$ cat src/core/gcr_pkg.sv
// Functional notes
// - bits 7:4 select remote mirror per pin
// - bits 3:0 drive pins when local, enabled
// - direction bits 7:4 are drive enables
// - direction bits 3:0 sample enables, reset set
// - pass-any bit passes every long type
// - match bit passes packets equal stored type
// - match value writes ignored while matching
// - yuv10 types pass with bit and 100 mode
// - bit 1 inverts frame valid
// - bit 0 inverts line valid
// - match passes regardless of rate mode
// - match needs stored value long type
// - self-clearing force bit injects count errors
// - entering self test injects errors automatically
// - bits 6:0 hold error count, reset zero
// - bits 7:4 forced error enable, reset zero
// - bit 3 forces self test mode
// - bits 2:1 select self test clock
// - bit 0 enables far self test
// - 0x0f upper read-only, lower writable, zero
package gcr_pkg;
  localparam logic [7:0] ADDR_PIN_VALUE = 8'h0d;
  localparam logic [7:0] ADDR_PIN_DIR   = 8'h0e;
  localparam logic [7:0] ADDR_SPARE_0F  = 8'h0f;
  localparam logic [7:0] ADDR_FILT_CFG  = 8'h10;
  localparam logic [7:0] ADDR_TYPE_MAT  = 8'h11;
  localparam logic [7:0] ADDR_SPARE_12  = 8'h12;
  localparam logic [7:0] ADDR_INJECT    = 8'h13;
  localparam logic [7:0] ADDR_SELFTEST  = 8'h14;

  localparam logic [7:0] RST_PIN_VALUE  = 8'hf0;
  localparam logic [7:0] RST_PIN_DIR    = 8'h0f;
  localparam logic [7:0] RST_ZERO       = 8'h00;

  localparam int BIT_ANY   = 4;
  localparam int BIT_MATCH = 3;
  localparam int BIT_YUV   = 2;
  localparam int BIT_FV    = 1;
  localparam int BIT_LV    = 0;
  localparam int BIT_FORCE = 7;
  localparam int BIT_ENTRY = 3;
  localparam int BIT_FAR   = 0;

  localparam logic [7:0] MASK_0F_WR   = 8'h0f;
  localparam logic [7:0] MASK_TYPE_WR = 8'h3f;
  localparam logic [5:0] DT_YUV_A     = 6'h19;
  localparam logic [5:0] DT_YUV_B     = 6'h1d;
  localparam logic [5:0] DT_YUV_C     = 6'h1f;

  typedef enum logic [1:0] {
    GCR_CLK_EXT   = 2'b00,
    GCR_CLK_50M   = 2'b01,
    GCR_CLK_25M_A = 2'b10,
    GCR_CLK_25M_B = 2'b11
  } gcr_clk_sel_t;

  // long data type when bit 5 or bit 4 set
  function automatic logic gcr_is_long(input logic [5:0] dt);
    return dt[5] | dt[4];
  endfunction : gcr_is_long
endpackage : gcr_pkg

$ cat src/core/gcr_filt_if.sv
// filter settings carried from the register bank to the packet filter
interface gcr_filt_if;
  import gcr_pkg::*;
  logic       pass_any_long_type;
  logic       type_match_en;
  logic       pass_yuv10_types;
  logic [5:0] type_match_value;
  modport src (output pass_any_long_type, output type_match_en, output pass_yuv10_types, output type_match_value);
  modport dst (input pass_any_long_type, input type_match_en, input pass_yuv10_types, input type_match_value);
endinterface : gcr_filt_if

$ cat src/core/gcr_type_filter.sv
// packet data-type pass decision, registered
module gcr_type_filter
  import gcr_pkg::*;
(
  input  wire logic  i_clk,
  input  wire logic  i_resetn,
  gcr_filt_if.dst    cfg,
  input  wire logic  i_rate_100_mode,
  input  wire logic  i_pkt_valid,
  input  wire logic [5:0] i_pkt_type,
  output logic       o_pkt_pass
);
  logic pass_d;
  logic pass_q;

  // any of the three pass routes admits the packet
  always_comb begin
    pass_d = 1'b0;
    if (i_pkt_valid) begin
      if (cfg.pass_any_long_type && gcr_is_long(i_pkt_type))
        pass_d = 1'b1;
      if (cfg.type_match_en && gcr_is_long(cfg.type_match_value) &&
          (i_pkt_type == cfg.type_match_value))
        pass_d = 1'b1;
      if (cfg.pass_yuv10_types && i_rate_100_mode &&
          (i_pkt_type == DT_YUV_A || i_pkt_type == DT_YUV_B || i_pkt_type == DT_YUV_C))
        pass_d = 1'b1;
    end
  end

  always_ff @(posedge i_clk or negedge i_resetn) begin
    if (!i_resetn)
      pass_q <= 1'b0;
    else
      pass_q <= pass_d;
  end

  assign o_pkt_pass = pass_q;
endmodule : gcr_type_filter

$ cat src/core/gcr_err_inject.sv
// emits one parity-error pulse per clock cycle until the count runs out
module gcr_err_inject
  import gcr_pkg::*;
#(
  parameter int CNT_W = 7
) (
  input  wire logic             i_clk,
  input  wire logic             i_resetn,
  input  wire logic             i_start,
  input  wire logic [CNT_W-1:0] i_count,
  output logic                  o_err_pulse,
  output logic                  o_busy
);
  logic [CNT_W-1:0] left_d;
  logic [CNT_W-1:0] left_q;
  logic             pulse_d;
  logic             pulse_q;

  // a new start reloads; a zero count injects nothing
  always_comb begin
    left_d  = left_q;
    pulse_d = 1'b0;
    if (i_start)
      left_d = i_count;
    else if (left_q != '0) begin
      left_d  = left_q - 1'b1;
      pulse_d = 1'b1;
    end
  end

  always_ff @(posedge i_clk or negedge i_resetn) begin
    if (!i_resetn) begin
      left_q  <= '0;
      pulse_q <= 1'b0;
    end else begin
      left_q  <= left_d;
      pulse_q <= pulse_d;
    end
  end

  assign o_err_pulse = pulse_q;
  assign o_busy      = (left_q != '0);
endmodule : gcr_err_inject

$ cat src/core/gcr_regs.sv
// configuration bank for pins, packet filter and self test
module gcr_regs
  import gcr_pkg::*;
(
  input  wire logic       i_clk,
  input  wire logic       i_resetn,
  // byte register port from the control-channel target
  input  wire logic       i_wr_en,
  input  wire logic [7:0] i_addr,
  input  wire logic [7:0] i_wdata,
  output logic      [7:0] o_rdata,
  // pins
  input  wire logic [3:0] i_remote_pin_data,
  input  wire logic [3:0] i_pin_in,
  output logic      [3:0] o_pin_out,
  output logic      [3:0] o_pin_oe_n,
  output logic      [3:0] o_pin_sampled,
  // video path
  input  wire logic       i_rate_100_mode,
  input  wire logic       i_frame_valid,
  input  wire logic       i_line_valid,
  input  wire logic       i_pkt_valid,
  input  wire logic [5:0] i_pkt_type,
  output logic            o_frame_valid,
  output logic            o_line_valid,
  output logic            o_pkt_pass,
  // self test
  output logic            o_parity_err_inject,
  output logic            o_self_test_mode,
  output logic      [1:0] o_self_test_clock_sel,
  output logic            o_far_self_test_en,
  output logic      [3:0] o_forced_error_enable
);
  logic [7:0] pin_value_d, pin_value_q;
  logic [7:0] pin_dir_d,   pin_dir_q;
  logic [3:0] spare0f_d,   spare0f_q;
  logic [7:0] filt_d,      filt_q;
  logic [5:0] match_d,     match_q;
  logic [6:0] count_d,     count_q;
  logic [7:0] stest_d,     stest_q;
  logic       entry_prev_q;
  logic [7:0] rdata_d,     rdata_q;
  logic [3:0] pin_out_d,   pin_out_q;
  logic [3:0] samp_d,      samp_q;
  logic       fv_d, fv_q, lv_d, lv_q;
  logic       inj_start;
  logic       inj_busy;

  gcr_filt_if filt_bus ();

  // register writes; force bit is a one-cycle strobe, never stored
  always_comb begin
    pin_value_d = pin_value_q;
    pin_dir_d   = pin_dir_q;
    spare0f_d   = spare0f_q;
    filt_d      = filt_q;
    match_d     = match_q;
    count_d     = count_q;
    stest_d     = stest_q;
    if (i_wr_en) begin
      case (i_addr)
        ADDR_PIN_VALUE: pin_value_d = i_wdata;
        ADDR_PIN_DIR:   pin_dir_d   = i_wdata;
        ADDR_SPARE_0F:  spare0f_d   = i_wdata[3:0];
        ADDR_FILT_CFG:  filt_d      = i_wdata;
        // match value frozen while matching is live
        ADDR_TYPE_MAT: begin
          if (!filt_q[BIT_MATCH])
            match_d = i_wdata[5:0];
        end
        ADDR_INJECT:    count_d     = i_wdata[6:0];
        ADDR_SELFTEST:  stest_d     = i_wdata;
        default: ;
      endcase
    end
  end

  always_ff @(posedge i_clk or negedge i_resetn) begin
    if (!i_resetn) begin
      pin_value_q <= RST_PIN_VALUE;
      pin_dir_q   <= RST_PIN_DIR;
      spare0f_q   <= RST_ZERO[3:0];
      filt_q      <= RST_ZERO;
      match_q     <= RST_ZERO[5:0];
      count_q     <= RST_ZERO[6:0];
      stest_q     <= RST_ZERO;
    end else begin
      pin_value_q <= pin_value_d;
      pin_dir_q   <= pin_dir_d;
      spare0f_q   <= spare0f_d;
      filt_q      <= filt_d;
      match_q     <= match_d;
      count_q     <= count_d;
      stest_q     <= stest_d;
    end
  end

  // injection starts on a force write, or on the rise into self test
  always_ff @(posedge i_clk or negedge i_resetn) begin
    if (!i_resetn)
      entry_prev_q <= 1'b0;
    else
      entry_prev_q <= stest_q[BIT_ENTRY];
  end

  assign inj_start = (i_wr_en && i_addr == ADDR_INJECT && i_wdata[BIT_FORCE])
                   | (stest_q[BIT_ENTRY] && !entry_prev_q);

  gcr_err_inject #(
    .CNT_W (7)
  ) u_inject (
    .i_clk       (i_clk),
    .i_resetn    (i_resetn),
    .i_start     (inj_start),
    .i_count     (inj_start && i_wr_en && i_addr == ADDR_INJECT ? i_wdata[6:0] : count_q),
    .o_err_pulse (o_parity_err_inject),
    .o_busy      (inj_busy)
  );

  // readback; force bit reads as busy so software sees it clear itself
  always_comb begin
    case (i_addr)
      ADDR_PIN_VALUE: rdata_d = pin_value_q;
      ADDR_PIN_DIR:   rdata_d = pin_dir_q;
      ADDR_SPARE_0F:  rdata_d = {4'h0, spare0f_q};
      ADDR_FILT_CFG:  rdata_d = filt_q;
      ADDR_TYPE_MAT:  rdata_d = {2'h0, match_q};
      ADDR_SPARE_12:  rdata_d = RST_ZERO;
      ADDR_INJECT:    rdata_d = {inj_busy, count_q};
      ADDR_SELFTEST:  rdata_d = stest_q;
      default:        rdata_d = RST_ZERO;
    endcase
  end

  // pin drive, sampling and sync polarity
  always_comb begin
    for (int i = 0; i < 4; i++) begin
      pin_out_d[i] = pin_value_q[4+i] ? i_remote_pin_data[i] : pin_value_q[i];
      samp_d[i]    = pin_dir_q[i] ? i_pin_in[i] : samp_q[i];
    end
    fv_d = i_frame_valid ^ filt_q[BIT_FV];
    lv_d = i_line_valid ^ filt_q[BIT_LV];
  end

  always_ff @(posedge i_clk or negedge i_resetn) begin
    if (!i_resetn) begin
      rdata_q   <= RST_ZERO;
      pin_out_q <= RST_ZERO[3:0];
      samp_q    <= RST_ZERO[3:0];
      fv_q      <= 1'b0;
      lv_q      <= 1'b0;
    end else begin
      rdata_q   <= rdata_d;
      pin_out_q <= pin_out_d;
      samp_q    <= samp_d;
      fv_q      <= fv_d;
      lv_q      <= lv_d;
    end
  end

  assign o_rdata       = rdata_q;
  assign o_pin_out     = pin_out_q;
  assign o_pin_oe_n    = ~pin_dir_q[7:4];
  assign o_pin_sampled = samp_q;
  assign o_frame_valid = fv_q;
  assign o_line_valid  = lv_q;

  // filter settings to the packet filter
  assign filt_bus.pass_any_long_type = filt_q[BIT_ANY];
  assign filt_bus.type_match_en      = filt_q[BIT_MATCH];
  assign filt_bus.pass_yuv10_types   = filt_q[BIT_YUV];
  assign filt_bus.type_match_value   = match_q;

  gcr_type_filter u_filter (
    .i_clk           (i_clk),
    .i_resetn        (i_resetn),
    .cfg             (filt_bus),
    .i_rate_100_mode (i_rate_100_mode),
    .i_pkt_valid     (i_pkt_valid),
    .i_pkt_type      (i_pkt_type),
    .o_pkt_pass      (o_pkt_pass)
  );

  // self test controls straight from the register
  assign o_self_test_mode      = stest_q[BIT_ENTRY];
  assign o_self_test_clock_sel = stest_q[2:1];
  assign o_far_self_test_en    = stest_q[BIT_FAR];
  assign o_forced_error_enable = stest_q[7:4];
endmodule : gcr_regs

$ cat config.mk
export PLATFORM = sky130hd
export DESIGN_NAME = gcr_regs
export DESIGN_NICKNAME = d
export VERILOG_FILES = /design/src/core/gcr_pkg.sv /design/src/core/gcr_filt_if.sv /design/src/core/gcr_type_filter.sv /design/src/core/gcr_err_inject.sv /design/src/core/gcr_regs.sv
export SDC_FILE = /design/constraint.sdc
export NUM_CORES = 1
export LEC_CHECK = 0
export BUFFER_PORTS_ARGS = -buffer_cell sky130_fd_sc_hd__buf_2
export CAP_MARGIN = 20
export CORE_MARGIN = 2
export CORE_UTILIZATION = 47
export DETAILED_ROUTE_END_ITERATION = 16
export PLACE_DENSITY = 0.8
export REMOVE_ABC_BUFFERS = 1
export SKIP_CTS_REPAIR_TIMING = 1
export SYNTH_ARGS = -nofsm -noshare
export SYNTH_HDL_FRONTEND = slang
export SYNTH_HIERARCHICAL = 1
export SYNTH_SLANG_ARGS = --single-unit
export TNS_END_PERCENT = 1
$ cat constraint.sdc
create_clock -name i_clk -period 2.5 [get_ports i_clk]
set_clock_uncertainty 0.15 [all_clocks]
set_input_delay 0.25 -clock i_clk [delete_from_list [all_inputs] [get_ports i_clk]]
set_output_delay 0.25 -clock i_clk [all_outputs]
set_load 0.05 [all_outputs]
; ---- Word level (Yosys, flattened, before mapping)
; Cells that the tools add are included.
[classes]
n_bitwise = 7
n_eq_ne = 11
reduce_logical = 22
addsub = 1
n_mux = 14
[op_table]
columns = cell, count
row1 = $pmux W8 S7, 1
row2 = $eq A8 B5 Y1 const B, 4
row3 = $eq A8 B4 Y1 const B, 3
row4 = $mux W7, 3
row5 = $eq A6 B5 Y1 const B, 3
row6 = $reduce_and A2 Y1, 6
row7 = $logic_and A1 B1 Y1, 10
row8 = $mux W1, 10
row9 = $reduce_bool A7 Y1, 1
row10 = $sub A7 B1 Y7 const B, 1
row11 = $eq A6 B6 Y1, 1
row12 = $not A4 Y4, 1
row13 = $or A1 B1 Y1, 3
row14 = $reduce_and A3 Y1, 1
row15 = $logic_or A1 B1 Y1, 2
row16 = $reduce_bool A2 Y1, 1
row17 = $xor A1 B1 Y1, 2
row18 = $logic_not A1 Y1, 1
row19 = $not A1 Y1, 1
[totals]
reg_bits = 77
wordCells = 74
in_bits = 37

; ---- Depth between registers and ports, before layout
[depth]
word_depth = 8
ltp_mapped = 8
ltp_nobuf = 7

; ---- Modules after synthesis
; The synthesis kept the hierarchy.
[by_module_without_submodules]
columns = mod, area_per_inst_um2, seq_area_each_um2, n_inst, cells_per_inst
row1 = gcr_regs, 3116.7, 1711.6, 1, 215
row2 = gcr_err_inject, 466.7, 200.2, 1, 46
row3 = gcr_type_filter, 138.9, 25.0, 1, 15

; ---- Least setup slack after synthesis
; No wires, ideal clock.
[synth_timing]
path_type = input port to flip-flop
start = input port i_addr[0]
end = register u_inject.left_q[5]
setup_time_ps = 77
arrival_time_ps = 1785
cell_stages = 8
n_path_buf = 3
slack_ps = 488
required_time_ps = 2273
cell_sequence = buf_4 > nor4bb_1 > clkbuf_1 > nand3_2 > o21bai_1 > clkbuf_1 > a41oi_1 > a21oi_1
[synth_between]
elab_chain_cells = 8
elab_cells_between_ends = 9
[synth_lines]
columns = item, line
row1 = from (decl), gcr_regs.sv:9  ; input wire logic [7:0] i_addr,
row2 = $eq A8 B5 Y1 (*), gcr_regs.sv:106  ; assign inj_start = (i_wr_en && i_addr == ADDR_INJECT && i_wdata[BIT_FORCE])
row3 = $logic_and A1 B1 Y1 (*) (2 in series), gcr_regs.sv:106
row4 = $or A1 B1 Y1 (*), gcr_regs.sv:107  ; | (stest_q[BIT_ENTRY] && !entry_prev_q);
row5 = named net inj_start, gcr_regs.sv:46  ; logic inj_start;
row6 = $logic_and A1 B1 Y1 (2 in series), gcr_regs.sv:115  ; .i_count (inj_start && i_wr_en && i_addr == ADDR_INJECT ? i_wdata[6:0] : count_q),
row7 = $mux W7, gcr_regs.sv:115
row8 = $mux W7, gcr_err_inject.sv:23  ; if (i_start)
row9 = to (signal assigned), gcr_err_inject.sv:36  ; left_q <= left_d;
row10 = to (decl), gcr_err_inject.sv:15  ; logic [CNT_W-1:0] left_q;
; Mark *: on every way through the listed nets, which the timed path passes. The rest lies on a longest branch.
; A chain may end at the register's enable or synchronous reset.

; ---- Worst setup path after layout
[layout_timing]
start = register u_inject.left_q[4]
end = register rdata_q[7] (netlist: o_rdata[7])
[layout_between]
elab_chain_cells = 2
[layout_lines]
columns = item, line
row1 = $reduce_bool A7 Y1, gcr_err_inject.sv:42  ; assign o_busy = (left_q != '0);
row2 = named net inj_busy, gcr_regs.sv:47  ; logic inj_busy;
row3 = $pmux W8 S7, gcr_regs.sv:122  ; case (i_addr)
row4 = named net rdata_d[7], gcr_regs.sv:42  ; logic [7:0] rdata_d, rdata_q;
row5 = to (signal assigned), gcr_regs.sv:153  ; rdata_q <= rdata_d;
row6 = to (decl), gcr_regs.sv:42
; The timed path passes the listed nets, and every way through them passes these cells.

==> impl_metrics.ini <==
[pwr]
p_sw_share_pct = 32.2
power.density_nw_per_um2 = 695
p_seq_share_pct = 48.1
p_leak_nw = 2.17
internal-power_w = 0.00212
p_sw_w = 0.00101
irDropWorstVdd_mv = 0.438
power_frac_clock_pct = 28.4
p_comb_share_pct = 23.5

[route]
drt-pass1-iter-count = 4
drc = 0
viasPerCell = 5.73
wirelength_um = 8710
avgRoutedWirePerCell_um = 18.5
vias = 2694
drt.antenna.violating_nets = 0
drtIter0Drc = 144

[layout]
nNetsFinal = 402
drive_gt1_share_pct = 52.2
syn2layout_area_growth_pct = 20.9
final_cells = 470
layout_common_cells = mux2_2, dfrtp_1, buf_2
mostFrequentLayoutCell = mux2_2
antenna_cells = 0

[clocking]
numCtsBuffers = 9
clock_latency_ns = 0.35
cts.sinks = 77
cts_tree = built
cts-root-buf = clkbuf_8
htreeDepth = 3
cts_max_path_buffers = 2
clk_pin_slew_worst_paths_ns = 0.08

[floorplanning]
core_um2 = 7690
die_h_um = 93.0
die_x_um = 93.0
core.rowCount = 32
initial_core_util_pct = 48.4
die_area_um2 = 8650
ios = 69

[sta]
setup_slack_ns = 0.468
fin_crit_ns = 2.03
relSlewSlack_pct = 35.6
fmax_ghz = 0.492
finalHoldViolations = 0
finalCritPeriodShare_pct = 81.3
rsz0062_at_grt = no
slew_viol_final = 0
setup_viol_count_final = 0
tightest_slew_ns = 0.966

[setup_path]
path_max_fanout = 4
critPathCaptureType = register
slowest_delay_ns = 0.58
cp_slowest_cell = or4_4
cp_cell_sequence = or4_4 > nor2_1 > inv_1 > a32oi_1 > o22ai_1
crit_path_start_kind = register
cp.required_ns = 2.57
crit_type = reg -> reg
arrival_ns = 2.10

[global_route]
antenna_found_initial = 0
grt_overflow = 0
grt_pass1_wl_um = 13800
grt_max_degree = 78
gr-usage-all-layers_pct = 21.3
grt_pass1_vias = 2718

[yosys]
async_flop_share_pct = 100
synth_cells = 276
ys.flop_type = dfrtp_1
yosysTopAreaCell = dfrtp_1
syn_area_um2 = 3720
synth_edf_count = 0
ys_ff_latch = 77
yosysSeqAreaShare_pct = 52.0
ys_types = 58
yosys-top-cells-area = dfrtp_1, mux2_2, dfstp_2
ys_warn_count = 6
yosysTopAreaCellShare_pct = 46.4
syn_avg_cell_area_um2 = 13.5

[placement]
port_buffers = 68
dpl.hpwl_um = 6100
place_ws_ns = 0.361
place.gp.congestion = 0.853
place_inst = 443

[job]
cap_violations = 0

[worst_hold_path]
hp-class = in -> reg

[status]
outcome = finished clean
Yosys cell counts, drive strengths merged (2+ instances only):
cell type / count
a21oi: 2
a22oi: 9
a31oi: 2
a32oi: 5
and2: 2
and3b: 2
and4b: 2
buf: 10
clkbuf: 2
dfrtp: 69
dfstp: 8
ha: 2
inv: 8
mux2: 78
nand2: 4
nand2b: 2
nand3: 6
nand4: 3
nand4b: 3
nor2: 2
nor2b: 5
nor3: 2
nor3b: 2
nor4b: 3
o2111ai: 2
o211ai: 2
o21ai: 3
o221ai: 3
o22ai: 4
o31ai: 4
or4: 2
xnor2: 7
xor2: 2
cell type report:
class                      count  area, um^2
multi-input combinational    179        1700
inverter                       8        30.0
sequential                    77        1940
fill                         620        3190
clock buffer                  13         169
tap                          102         128
timing repair buffer          88         520
clock inverter                 3        20.0
through the flow:
| step | hold WS [ns] | total power [W] | area [um^2] | setup TNS, ns | util [%] |
|---|---|---|---|---|---|
| 6_report | 0.0291 | 0.00313 | 4500 | 0 | 58.5 |
| 3_3_place_gp | 0.287 | 0.00221 | 4200 | 0 | 54.7 |
| 5_1_grt | 0.0291 | 0.00329 | 4500 | 0 | 58.5 |
| 4_1_cts | -0.0946 | 0.00313 | 4390 | 0 | 57.1 |
| 3_5_place_dp | 0.287 | 0.00224 | 4200 | 0 | 54.7 |
| 2_1_floorplan | -0.196 | 0.00200 | 3660 | -4.08 | - |
power by group through the flow:
stage          registers (W)  clock network (W)  logic [W]
2_1_floorplan        0.00164                  0   0.000360
3_3_place_gp         0.00151                  0   0.000696
3_5_place_dp         0.00152                  0   0.000720
4_1_cts              0.00150           0.000910   0.000722
5_1_grt              0.00152           0.000971   0.000795
6_report             0.00151           0.000888   0.000735
layer usage:
| metal | GRT usage [%] | vias up | part of all wire [%] |
|---|---|---|---|
| met5 | 0 | - | 0 |
| li1 | - | 1226 | - |
| met1 | 28.9 | 1353 | 44 |
| met4 | 10.8 | 0 | 2.6 |
| met3 | 4.35 | 20 | 5.7 |
| met2 | 32.5 | 95 | 48 |
worst paths after layout:
| path | start | to | slack [ns] | cells past startpoint |
|---|---|---|---|---|
| min in group asynchronous | i_resetn | o_pin_out[1] | 0.45 | 2 |
| max in group asynchronous | i_resetn | o_rdata[6] | 1.14 | 2 |
| worst max-delay path | u_inject/left_q[4] | o_rdata[7] | 0.47 | 5 |
| worst min-delay path | i_pkt_valid | u_filter/o_pkt_pass | 0.03 | 3 |
| worst min register to register | filt_q[0] | o_line_valid | 0.33 | 1 |
| worst max register to register | u_inject/left_q[4] | o_rdata[7] | 0.47 | 5 |
registers in the layout, summed over array words and instances (netlist names):
register                   cells
u_inject/left_q                7
pin_dir_q                      8
spare0f_q                      4
filt_q                         8
o_pin_out                      4
pin_value_q                    8
u_inject/o_err_pulse           1
o_rdata                        8
o_pin_sampled                  4
o_frame_valid                  1
count_q                        7
stest_q                        8
entry_prev_q                   1
filt_bus.type_match_value      6
u_filter/o_pkt_pass            1
o_line_valid                   1
kinds of logic after synthesis:
kind of cell	count (synthesis)	synth area share (%)
and+or+nand+nor	46	9.98
AOI/OAI and AO/OA	43	8.77
DFF	77	52.0
xor gates and xnor gates	9	2.12
muxes	79	23.9
adders and majority gates	2	0.672
buffers and inverters	20	2.55
critical path: cells and delay by family (launching register included):
kind | cells | cell delay [ns]
simple gates | 2 | 0.88
buf+inv | 1 | 0.09
compound gates | 2 | 0.35
flops | 1 | 0.43
(Power assumes the default switching activity.)
